$ cat src/common/smbus_defs.vh
// Constants of the two-wire bus control register block.
// Assumes inclusion by bare name from the hdl design files.
`ifndef SMBUS_DEFS_VH
`define SMBUS_DEFS_VH

// Register location and reset value
`define CTRL_SFR_ADDR 8'hC0
`define CTRL_SFR_PAGE 8'h00
`define CTRL_RESET 8'h00

// Field positions
`define BIT_MASTER 3'h7
`define BIT_TXMODE 3'h6
`define BIT_START 3'h5
`define BIT_STOP 3'h4
`define BIT_ACKREQ 3'h3
`define BIT_ARBLOST 3'h2
`define BIT_ACK 3'h1
`define BIT_INT 3'h0

// Software-writable bits
`define CTRL_WR_MASK 8'h33

// Pin synchroniser depth
`define SYNC_STAGES 3

`endif

$ cat src/hdl/smbus_control_status.v
// Control and status register of the two-wire unit with its bus-side hooks.
// Assumes a byte engine reports bus events on sys_clk and obeys the requests.
// Assumes the SFR bus presents address, page, byte and bit strobes on sys_clk.
`timescale 1ns/1ps
`include "smbus_defs.vh"
module smbus_control_status (
	input wire sys_clk,
	input wire rst,
	input wire [7:0] sfr_addr,
	input wire [7:0] sfr_page,
	input wire sfr_wr,
	input wire [7:0] sfr_wdata,
	input wire sfr_bit_wr,
	input wire [2:0] sfr_bit_sel,
	input wire sfr_bit_val,
	input wire sfr_rd,
	output reg [7:0] sfr_rdata_ff,
	output wire sfr_hit,
	input wire scl_in,
	input wire sda_in,
	output wire scl_out,
	output wire scl_oe,
	input wire eng_master,
	input wire eng_transmit,
	input wire eng_ack_request,
	input wire eng_arb_lost,
	input wire eng_event,
	input wire eng_ack_valid,
	input wire eng_ack_rx,
	input wire eng_start_done,
	input wire eng_stop_done,
	output wire start_request,
	output wire stop_request,
	output wire ack_send,
	output reg advance_ff,
	output wire bus_stall
);
	localparam ST_IDLE = 3'b001;
	localparam ST_START = 3'b010;
	localparam ST_RUN = 3'b100;

	reg master_ff;
	reg transmit_ff;
	reg start_ff;
	reg stop_ff;
	reg ackreq_ff;
	reg arblost_ff;
	reg ack_ff;
	reg int_ff;
	reg start_req_ff;
	reg [2:0] state_ff;
	reg [2:0] nxt_state;
	reg [7:0] wr_mask;
	reg [7:0] wr_val;
	wire scl_level;
	wire sda_level;
	wire start_seen;
	wire stop_seen;
	wire busy;
	wire wr_hit;
	wire [7:0] ctrl_value;

	// Register decode for address and page
	function addr_hit;
		input [7:0] addr;
		input [7:0] page;
		begin
			addr_hit = (addr == `CTRL_SFR_ADDR) && (page == `CTRL_SFR_PAGE);
		end
	endfunction

	// One-hot mask of a bit index
	function [7:0] bit_mask;
		input [2:0] sel;
		begin
			bit_mask = 8'h01 << sel;
		end
	endfunction

	pin_sync scl_sync (
		.sys_clk(sys_clk),
		.rst(rst),
		.pin_in(scl_in),
		.pin_ff(scl_level)
	);

	pin_sync sda_sync (
		.sys_clk(sys_clk),
		.rst(rst),
		.pin_in(sda_in),
		.pin_ff(sda_level)
	);

	bus_condition_detect cond_det (
		.sys_clk(sys_clk),
		.rst(rst),
		.scl_level(scl_level),
		.sda_level(sda_level),
		.start_seen_ff(start_seen),
		.stop_seen_ff(stop_seen),
		.busy_ff(busy)
	);

	assign sfr_hit = addr_hit(sfr_addr, sfr_page);
	assign wr_hit = sfr_hit & (sfr_wr | sfr_bit_wr);

	always @* begin
		wr_mask = 8'h00;
		wr_val = 8'h00;
		if (wr_hit) begin
			if (sfr_wr) begin
				wr_mask = `CTRL_WR_MASK;
				wr_val = sfr_wdata;
			end else begin
				wr_mask = bit_mask(sfr_bit_sel) & `CTRL_WR_MASK;
				wr_val = sfr_bit_val ? bit_mask(sfr_bit_sel) : 8'h00;
			end
		end
	end

	// Register image for readback
	assign ctrl_value = {master_ff, transmit_ff, start_ff, stop_ff,
		ackreq_ff, arblost_ff, ack_ff, int_ff};

	always @(posedge sys_clk or posedge rst) begin
		if (rst) begin
			sfr_rdata_ff <= `CTRL_RESET;
		end else if (sfr_rd & sfr_hit) begin
			sfr_rdata_ff <= ctrl_value;
		end
	end

	always @(posedge sys_clk or posedge rst) begin
		if (rst) begin
			master_ff <= 1'b0;
			transmit_ff <= 1'b0;
			ackreq_ff <= 1'b0;
		end else begin
			master_ff <= eng_master;
			transmit_ff <= eng_transmit;
			ackreq_ff <= eng_ack_request;
		end
	end

	always @(posedge sys_clk or posedge rst) begin
		if (rst) begin
			start_ff <= 1'b0;
		end else if (start_seen) begin
			start_ff <= 1'b1;
		end else if (wr_mask[`BIT_START]) begin
			start_ff <= wr_val[`BIT_START];
		end
	end

	// Start generation sequencer
	always @* begin
		case (state_ff)
			ST_IDLE: begin
				if (wr_mask[`BIT_START] & wr_val[`BIT_START]) begin
					nxt_state = ST_START;
				end else begin
					nxt_state = ST_IDLE;
				end
			end
			ST_START: begin
				if (eng_start_done | eng_arb_lost) begin
					nxt_state = ST_RUN;
				end else if (wr_mask[`BIT_START] & ~wr_val[`BIT_START]) begin
					nxt_state = ST_IDLE;
				end else begin
					nxt_state = ST_START;
				end
			end
			ST_RUN: begin
				if (wr_mask[`BIT_START] & wr_val[`BIT_START]) begin
					nxt_state = ST_START;
				end else begin
					nxt_state = ST_IDLE;
				end
			end
			default: begin
				nxt_state = ST_IDLE;
			end
		endcase
	end

	always @(posedge sys_clk or posedge rst) begin
		if (rst) begin
			state_ff <= ST_IDLE;
			start_req_ff <= 1'b0;
		end else begin
			state_ff <= nxt_state;
			start_req_ff <= (nxt_state == ST_START);
		end
	end
	assign start_request = start_req_ff;

	always @(posedge sys_clk or posedge rst) begin
		if (rst) begin
			stop_ff <= 1'b0;
		end else if (stop_seen & ~master_ff) begin
			stop_ff <= 1'b1;
		end else if (wr_mask[`BIT_STOP] & wr_val[`BIT_STOP]) begin
			stop_ff <= 1'b1;
		end else if (eng_stop_done) begin
			stop_ff <= 1'b0;
		end else if (wr_mask[`BIT_STOP]) begin
			stop_ff <= 1'b0;
		end
	end
	assign stop_request = stop_ff & master_ff;

	always @(posedge sys_clk or posedge rst) begin
		if (rst) begin
			arblost_ff <= 1'b0;
		end else if (eng_arb_lost) begin
			arblost_ff <= 1'b1;
		end else if (start_seen & ~busy) begin
			arblost_ff <= 1'b0;
		end else if (wr_mask[`BIT_INT] & ~wr_val[`BIT_INT]) begin
			arblost_ff <= 1'b0;
		end
	end

	always @(posedge sys_clk or posedge rst) begin
		if (rst) begin
			ack_ff <= 1'b0;
		end else if (eng_ack_valid) begin
			ack_ff <= eng_ack_rx;
		end else if (wr_mask[`BIT_ACK]) begin
			ack_ff <= wr_val[`BIT_ACK];
		end
	end
	assign ack_send = ack_ff;

	always @(posedge sys_clk or posedge rst) begin
		if (rst) begin
			int_ff <= 1'b0;
			advance_ff <= 1'b0;
		end else begin
			advance_ff <= wr_mask[`BIT_INT] & ~wr_val[`BIT_INT] & ~eng_event;
			if (eng_event) begin
				int_ff <= 1'b1;
			end else if (wr_mask[`BIT_INT]) begin
				int_ff <= wr_val[`BIT_INT];
			end
		end
	end

	assign scl_out = 1'b0;
	assign scl_oe = int_ff;
	assign bus_stall = int_ff;
endmodule

$ cat src/hdl/pin_sync.v
// Three-stage synchroniser for one pin with an agreement filter.
// Assumes the pin is asynchronous to sys_clk; idle level is high.
`timescale 1ns/1ps
module pin_sync (
	input wire sys_clk,
	input wire rst,
	input wire pin_in,
	output reg pin_ff
);
	reg s1_ff;
	reg s2_ff;
	reg s3_ff;

	// First stage feeds only the second
	always @(posedge sys_clk or posedge rst) begin
		if (rst) begin
			s1_ff <= 1'b1;
			s2_ff <= 1'b1;
			s3_ff <= 1'b1;
			pin_ff <= 1'b1;
		end else begin
			s1_ff <= pin_in;
			s2_ff <= s1_ff;
			s3_ff <= s2_ff;
			if (s2_ff == s3_ff) begin
				pin_ff <= s3_ff;
			end
		end
	end
endmodule

$ cat src/hdl/bus_condition_detect.v
// Detects START and STOP conditions from synchronised clock and data levels.
// Assumes both inputs are already filtered on sys_clk.
`timescale 1ns/1ps
module bus_condition_detect (
	input wire sys_clk,
	input wire rst,
	input wire scl_level,
	input wire sda_level,
	output reg start_seen_ff,
	output reg stop_seen_ff,
	output reg busy_ff
);
	reg sda_prev_ff;
	reg scl_prev_ff;
	wire nxt_start;
	wire nxt_stop;

	// Data falls or rises while clock stays high
	assign nxt_start = scl_level & scl_prev_ff & sda_prev_ff & ~sda_level;
	assign nxt_stop = scl_level & scl_prev_ff & ~sda_prev_ff & sda_level;

	always @(posedge sys_clk or posedge rst) begin
		if (rst) begin
			sda_prev_ff <= 1'b1;
			scl_prev_ff <= 1'b1;
			start_seen_ff <= 1'b0;
			stop_seen_ff <= 1'b0;
			busy_ff <= 1'b0;
		end else begin
			sda_prev_ff <= sda_level;
			scl_prev_ff <= scl_level;
			start_seen_ff <= nxt_start;
			stop_seen_ff <= nxt_stop;
			if (nxt_start) begin
				busy_ff <= 1'b1;
			end else if (nxt_stop) begin
				busy_ff <= 1'b0;
			end
		end
	end
endmodule

$ cat config.mk
export PLATFORM = sky130hd
export DESIGN_NAME = smbus_control_status
export DESIGN_NICKNAME = d
export VERILOG_FILES = /design/src/hdl/smbus_control_status.v /design/src/hdl/pin_sync.v /design/src/hdl/bus_condition_detect.v
export VERILOG_INCLUDE_DIRS = /design/src /design/src/common
export SDC_FILE = /design/constraint.sdc
export NUM_CORES = 1
export LEC_CHECK = 0
export BUFFER_PORTS_ARGS = -buffer_cell sky130_fd_sc_hd__buf_4
export CAP_MARGIN = 20
export CORE_UTILIZATION = 49
export CTS_BUF_LIST = sky130_fd_sc_hd__clkbuf_8
export DETAILED_ROUTE_END_ITERATION = 10
export HOLD_SLACK_MARGIN = 0.12
export PLACE_DENSITY = 0.93
export SETUP_SLACK_MARGIN = 0.5
export SLEW_MARGIN = 10
export SYNTH_ARGS = -nofsm -noshare
export SYNTH_HDL_FRONTEND = slang
export SYNTH_SLANG_ARGS = --single-unit
$ cat constraint.sdc
create_clock -name sys_clk -period 2.15 [get_ports sys_clk]
set_input_delay 0.215 -clock sys_clk [delete_from_list [all_inputs] [get_ports sys_clk]]
set_output_delay 0.215 -clock sys_clk [all_outputs]
set_load 0.02 [all_outputs]
## Word-level counts from Yosys, hierarchy flattened

Cells that the tools add are included.
W data, S select, Z words.

- Bits in registers: 34
- Bits of input ports: 44
- Output and inout port bits: 16
- Logic and storage cells: 90

- Eq/ne operators: 7
- Shift-type cells: 1
- Muxes and demuxes: 24
- Bitwise logic cells: 24
- Reductions and logical operators: 9

Operators by type and width:

| operator | number |
|---|---|
| $mux W6 | 5 |
| $and A1 B1 Y1 | 15 |
| $mux W1 | 15 |
| $eq A8 B8 Y1 const B | 1 |
| $logic_not A8 Y1 | 1 |
| $reduce_bool A2 Y1 | 4 |
| $not A1 Y1 | 7 |
| $eq A3 B2 Y1 const B | 2 |
| $pmux W3 S2 | 1 |
| $shl A1 B3 Y6 const A | 1 |
| $mux W2 | 2 |
| $reduce_bool A4 Y1 | 1 |
| $eq A3 B1 Y1 const B | 1 |
| $eq A3 B3 Y1 const B | 1 |
| $mux W3 | 1 |
| $reduce_bool A3 Y1 | 1 |
| $eq A1 B1 Y1 | 2 |
| $or A1 B1 Y1 | 2 |
| $reduce_or A2 Y1 | 1 |
| $logic_and A1 B1 Y1 | 1 |

## Longest topological paths before layout

- Depth in word-level cells: 10
- Depth in mapped cells: 5
- Mapped depth without buffers: 5

## Modules after synthesis

From an unflattened synthesis, not the netlist that was laid out.

- Cell total of the unflattened synthesis: 119
- Area total of the unflattened synthesis: 1462.7 um^2

Modules (own cells, without submodules):

| module | instances | cells an instance | area each (um^2) | sequential area each (um^2) |
|---|---|---|---|---|
| smbus_control_status | 1 | 94 | 1057.3 | 526.8 |
| pin_sync | 2 | 6 | 120.1 | 105.1 |
| bus_condition_detect | 1 | 13 | 165.2 | 127.6 |

## Worst setup path after synthesis

Ideal clock, no wire load.

- Path kind: input to register
- Start: in sfr_page[1]
- End: reg start_ff
- Library setup time: 127 ps
- Arrival: 1881 ps
- Data required time: 2023 ps
- Slack: 142 ps
- Stages: 5
- Buffers on the path: 0
- Path through: or4_4 > or4_4 > inv_1 > and3_1 > o21ai_0

- Cells in the longest elaborated chain, start to end: 6
- Elaborated cells on any way between the ends: 8
- Classes of those cells: mux: 4; bitwise: 1; reduce/logical: 3

Ends and longest elaborated chain:

| element | RTL line | RTL |
|---|---|---|
| start, declared | smbus_control_status.v:10 | `input wire [7:0] sfr_page,` |
| $logic_not A8 Y1 (no source line) * | n/a |  |
| $logic_and A1 B1 Y1 * | smbus_control_status.v:68 | `` addr_hit = (addr == `CTRL_SFR_ADDR) && (page == `CTRL_SFR_PAGE); `` |
| via sfr_hit | smbus_control_status.v:18 | `output wire sfr_hit,` |
| $and A1 B1 Y1 * | smbus_control_status.v:105 | `assign wr_hit = sfr_hit & (sfr_wr \| sfr_bit_wr);` |
| $mux W6 | smbus_control_status.v:110 | `if (wr_hit) begin` |
| $mux W1 | smbus_control_status.v:150 | `` end else if (wr_mask[`BIT_START]) begin `` |
| $mux W1 | smbus_control_status.v:148 | `end else if (start_seen) begin` |
| end signal, assigned | smbus_control_status.v:151 | `` start_ff <= wr_val[`BIT_START]; `` |
| end, declared | smbus_control_status.v:44 | `reg start_ff;` |

The timed path passes the listed nets; every way through them passes the cells marked *. The select of a mux whose other input is x is not followed.
A chain may end at the register's enable or synchronous reset.

## Final worst setup path

- Start: in sfr_addr[2]
- End: reg advance_ff

- Cells in the longest elaborated chain, start to end: 7
- Elaborated cells on any way between the ends: 8
- Classes of those cells: eq/ne: 1; mux: 2; bitwise: 4; reduce/logical: 1

Ends and longest elaborated chain:

| element | RTL line | RTL |
|---|---|---|
| start, declared | smbus_control_status.v:9 | `input wire [7:0] sfr_addr,` |
| $eq A8 B8 Y1 (no source line) * | n/a |  |
| $logic_and A1 B1 Y1 * | smbus_control_status.v:68 |  |
| $and A1 B1 Y1 * | smbus_control_status.v:105 |  |
| $mux W6 | smbus_control_status.v:110 |  |
| $not A1 Y1 | smbus_control_status.v:241 | `` advance_ff <= wr_mask[`BIT_INT] & ~wr_val[`BIT_INT] & ~eng_event; `` |
| $and A1 B1 Y1 * (2 in a row) | smbus_control_status.v:241 |  |
| end signal, assigned | smbus_control_status.v:241 |  |
| end, declared | smbus_control_status.v:35 | `output reg advance_ff,` |

Every way passes the cells marked *; elsewhere a longest branch is shown, timed or not.

==> metrics.json <==
{
  "run_status": {
    "run_status": "completed"
  },
  "critical_path": {
    "cp-endpoint": "advance_ff$_DFF_PP0_",
    "r2r.worst_path.cells": 3,
    "critPathMaxStageDelay_ns": 0.59,
    "cp_capture_type": "flip-flop",
    "startpoint": "sfr_addr[2]",
    "path_max_fanout": 4,
    "type_of_the_setup_path_with_the_least_slack": "input port to flip-flop",
    "cp.required_ns": 2.37,
    "crit_cells": 6,
    "worstReg2RegStart": "scl_sync.pin_ff$_DFFE_PP1N_",
    "r2r-end": "cond_det.busy_ff$_DFFE_PP0P_",
    "critical-path-top-cell-by-count": "sky130_fd_sc_hd__buf_6",
    "critPathTopFamily": "simple AND/OR/NAND/NOR gates",
    "critical_path_arrival_ns": 2.10,
    "setup.worst_path.start_class": "input port",
    "ff2ff_setup_slack_ns": 0.98,
    "timing.critical_path.buf_inv": 2,
    "critical_path.cell_chain": "buf_6, or4b_4, or4_4, buf_6, a2111oi_4, nor2b_2",
    "crit_path_top_delay_cell": "sky130_fd_sc_hd__or4_4"
  },
  "yosys": {
    "synthDistinctLibCells": 34,
    "synthesis.nets": 153,
    "yosysSeqAreaShare": 0.615,
    "synth_cells": 109,
    "synth_area_per_cell_um2": 12.9,
    "combined_area_of_all_synthesized_cells_um2": 1410,
    "synth.ff_latch_count": 34,
    "synthesis.yosys.warnings": 0
  },
  "global_routing": {
    "grt_antenna_before_repair": 0,
    "grt-busiest-layer": "met2",
    "grt_pass1_wl_mm": 5.73,
    "grt_max_degree": 35,
    "first_global_vias": 1278,
    "global_route.usage.met1": 0.256,
    "globalRouteTotalUtil": 0.251,
    "grt_overflow": 0,
    "use_met3": 0.0930,
    "grt_util_met2": 0.449
  },
  "power": {
    "leakage_uw": 0.00101,
    "seq_power_share": 0.498,
    "powerDensity_nw_per_um2": 653,
    "cell_internal_pwr_uw": 1090,
    "comb_power_share": 0.105,
    "switching_part_of_the_total": 0.224,
    "power.net_switching_uw": 314,
    "clock_power_share": 0.397,
    "vdd_ir_drop_max_uv": 683
  },
  "clock_tree": {
    "cts-htree-levels": 2,
    "number_of_clock_buffers_inserted_by_tritoncts": 5,
    "clkLatencyLatePin_ns": 0.29,
    "cts_sinks": 34,
    "buffer_depth_of_the_longest_clock_path": 2,
    "clk_root_buffer_cell": "sky130_fd_sc_hd__clkbuf_8",
    "tritoncts": "built",
    "cts.reportedPaths.clkPinSlew_ns": 0.07
  },
  "die": {
    "die_area_um2": 3090,
    "core_area_um2": 2730,
    "die_span_x_um": 55.6,
    "initial_core_util": 0.514,
    "fp-row-count": 19,
    "io-pin-count": 60,
    "floorplan.die.height_um": 55.6
  },
  "drt": {
    "first_pass_iters": 4,
    "finalWirelength_mm": 3.80,
    "postRouteAntennaNets": 0,
    "remaining_drc_errors": 0,
    "detail_route.iter0.violations": 43,
    "via_per_inst": 5.49,
    "route.vias.total": 1164,
    "detail_route.wl_per_cell_um": 17.9
  },
  "sta": {
    "final_critical_path_setup_slack_ns": 0.272,
    "layout_worst_path_cycle_share": 0.874,
    "slew_viol_final": 0,
    "clk_skew_ns": 0.00874,
    "clock_period_minus_worst_slack_ns": 1.88,
    "holdWs_ns": 0.134,
    "finalSetupViolations": 0,
    "fmax_mhz": 532,
    "rsz_0062_raised_after_global_routing": "true",
    "hold_violations": 0,
    "final.setup.tns_ns": 0
  },
  "layout": {
    "layout.core_utilization": 0.784,
    "final_design_area_no_fill_um2": 2140,
    "post_route_cells_drive_above_1_share": 0.591,
    "layout-area-overhead-vs-synth_pct": 52.4,
    "largest_reg_flops": 8,
    "antenna_cells": 0,
    "finalNetCount": 224,
    "fillers": 170,
    "reg_top3": "sfr_rdata_ff (8), state_ff (3)",
    "largest-register": "sfr_rdata_ff"
  },
  "placed_design": {
    "place.detailed.hpwl_mm": 2.30,
    "port-buffer-count": 54,
    "dp_slack_ns": 0.0838,
    "placed_area_um2": 1850,
    "globalplace.congestion": 0.861
  },
  "flow_run": {
    "cap_violations": 0
  },
  "min_path": {
    "worst_hold_path_type": "input port to flip-flop"
  }
}
## stage by stage
step	power, uW	instances
final	1400	212
after detailed placement	834	192
after global routing	1450	212
after global placement	824	192
after floorplan	756	109
after CTS	1400	210
## cell type report
cell class	instances	area (um^2)	share of cell area
clock buffer	8	110	0.0514
inverter	7	30.0	0.0140
multi-input combinational	65	554	0.259
sequential	34	865	0.403
tap	31	38.8	0.0181
timing repair buffer	67	546	0.255
## routing by layer
metal	up-vias	wire (um)	share of wire
met5	-	0	0
met3	21	201	0.053
met4	0	184	0.048
li1	525	-	-
met1	567	1320	0.35
met2	51	2090	0.55
## cell usage in the layout (no fill, tap or decap), types with 2 or more instances in the layout
cell                            synthesis  routed
sky130_fd_sc_hd__or4_4                  2       2
sky130_fd_sc_hd__buf_6                  0       6
sky130_fd_sc_hd__nor2b_1                5       4
sky130_fd_sc_hd__buf_4                  2      53
sky130_fd_sc_hd__nand2_1                5       4
sky130_fd_sc_hd__a31o_2                 2       2
sky130_fd_sc_hd__mux2_2                 8       8
sky130_fd_sc_hd__o21bai_1               3       3
sky130_fd_sc_hd__maj3_1                 2       2
sky130_fd_sc_hd__clkbuf_8               0       8
sky130_fd_sc_hd__and4b_1                3       3
sky130_fd_sc_hd__nor3b_1                3       3
sky130_fd_sc_hd__a21oi_2                0       4
sky130_fd_sc_hd__dfrtp_1               23      23
sky130_fd_sc_hd__dfstp_2               11      11
sky130_fd_sc_hd__nor2_1                 6       5
sky130_fd_sc_hd__inv_1                  7       6
sky130_fd_sc_hd__dlygate4sd3_1          0       8
sky130_fd_sc_hd__a21oi_1                7       3
sky130_fd_sc_hd__or4b_4                 1       2
## power by group through the flow
stage	Sequential, uW	Clock [uW]	Combinational [uW]
floorplan	703	0	53.7
global placement	703	0	121
detailed placement	706	0	129
CTS	696	559	143
global route	700	590	159
finish	696	556	147
## cell families (layout without fill, tap and decap cells)
| family | count (synthesis) | after routing | synth area share |
|---|---|---|---|
| buf+inv | 10 | 82 | 0.0320 |
| fa+ha+maj | 2 | 2 | 0.0142 |
| compound gates | 19 | 19 | 0.103 |
| xor+xnor | 1 | 1 | 0.00623 |
| simple gates | 33 | 33 | 0.156 |
| flops | 34 | 34 | 0.615 |
| other cells | 1 | 1 | 0.00267 |
| mux | 9 | 9 | 0.0712 |
## worst min-delay path by stage
stage | slack (ns) | from | to | cells past startpoint
finish | 0.13 | eng_ack_rx | ack_send$_DFFE_PP0P_ | 3
global placement | 0.32 | rst | ackreq_ff$_DFF_PP0_ | 3
floorplan | 0.22 | scl_in | scl_sync.s1_ff$_DFF_PP1_ | 0
CTS | 0.13 | eng_ack_rx | ack_send$_DFFE_PP0P_ | 3
global route | 0.13 | eng_ack_rx | ack_send$_DFFE_PP0P_ | 3
detailed placement | 0.32 | scl_in | scl_sync.s1_ff$_DFF_PP1_ | 1
## cells in the mapped netlist
cell type                    n  share of area
sky130_fd_sc_hd__nand4_1     1         0.0045
sky130_fd_sc_hd__xnor2_1     1         0.0062
sky130_fd_sc_hd__o21ba_2     1         0.0071
sky130_fd_sc_hd__or4_4       2          0.016
sky130_fd_sc_hd__a31o_2      2          0.012
sky130_fd_sc_hd__and3_1      1         0.0045
sky130_fd_sc_hd__maj3_1      2          0.014
sky130_fd_sc_hd__o21ai_0     2         0.0071
sky130_fd_sc_hd__nand2_1     5          0.013
sky130_fd_sc_hd__nor2b_1     5          0.022
sky130_fd_sc_hd__or4b_1      1         0.0071
sky130_fd_sc_hd__mux2i_1     1         0.0071
sky130_fd_sc_hd__nor2_1      6          0.016
sky130_fd_sc_hd__conb_1      1         0.0027
sky130_fd_sc_hd__a21oi_1     7          0.025
sky130_fd_sc_hd__a2111oi_4   1          0.020
sky130_fd_sc_hd__clkbuf_1    1         0.0027
sky130_fd_sc_hd__nand3_1     1         0.0036
sky130_fd_sc_hd__o22ai_1     1         0.0045
sky130_fd_sc_hd__nor4bb_1    1         0.0071
sky130_fd_sc_hd__buf_4       2          0.011
sky130_fd_sc_hd__a2bb2oi_1   1         0.0062
sky130_fd_sc_hd__mux2_2      8          0.064
sky130_fd_sc_hd__dfrtp_1    23           0.41
sky130_fd_sc_hd__and2_1      1         0.0045
sky130_fd_sc_hd__or4b_4      1         0.0098
sky130_fd_sc_hd__inv_1       7          0.019
sky130_fd_sc_hd__o21bai_1    3          0.016
sky130_fd_sc_hd__or4_1       1         0.0053
sky130_fd_sc_hd__dfstp_2    11           0.21
sky130_fd_sc_hd__and4b_1     3          0.021
sky130_fd_sc_hd__nor3b_1     3          0.016
sky130_fd_sc_hd__nor4_1      1         0.0045
sky130_fd_sc_hd__o31ai_1     1         0.0053
## tightest hold or removal path: stages
cell and delay, ns:
sky130_fd_sc_hd__buf_4 0.08, sky130_fd_sc_hd__nand2_1 0.04, sky130_fd_sc_hd__o31ai_1 0.06
## timing repair
item	in CTS	in global routing
pin swaps	3	6
resized for setup	8	11
buffers inserted	2	2
hold buffers	8	0
endpoints found under the setup margin	17	18
endpoints found under the hold margin	30	0
Note: power is estimated with default switching activity, not from simulation.
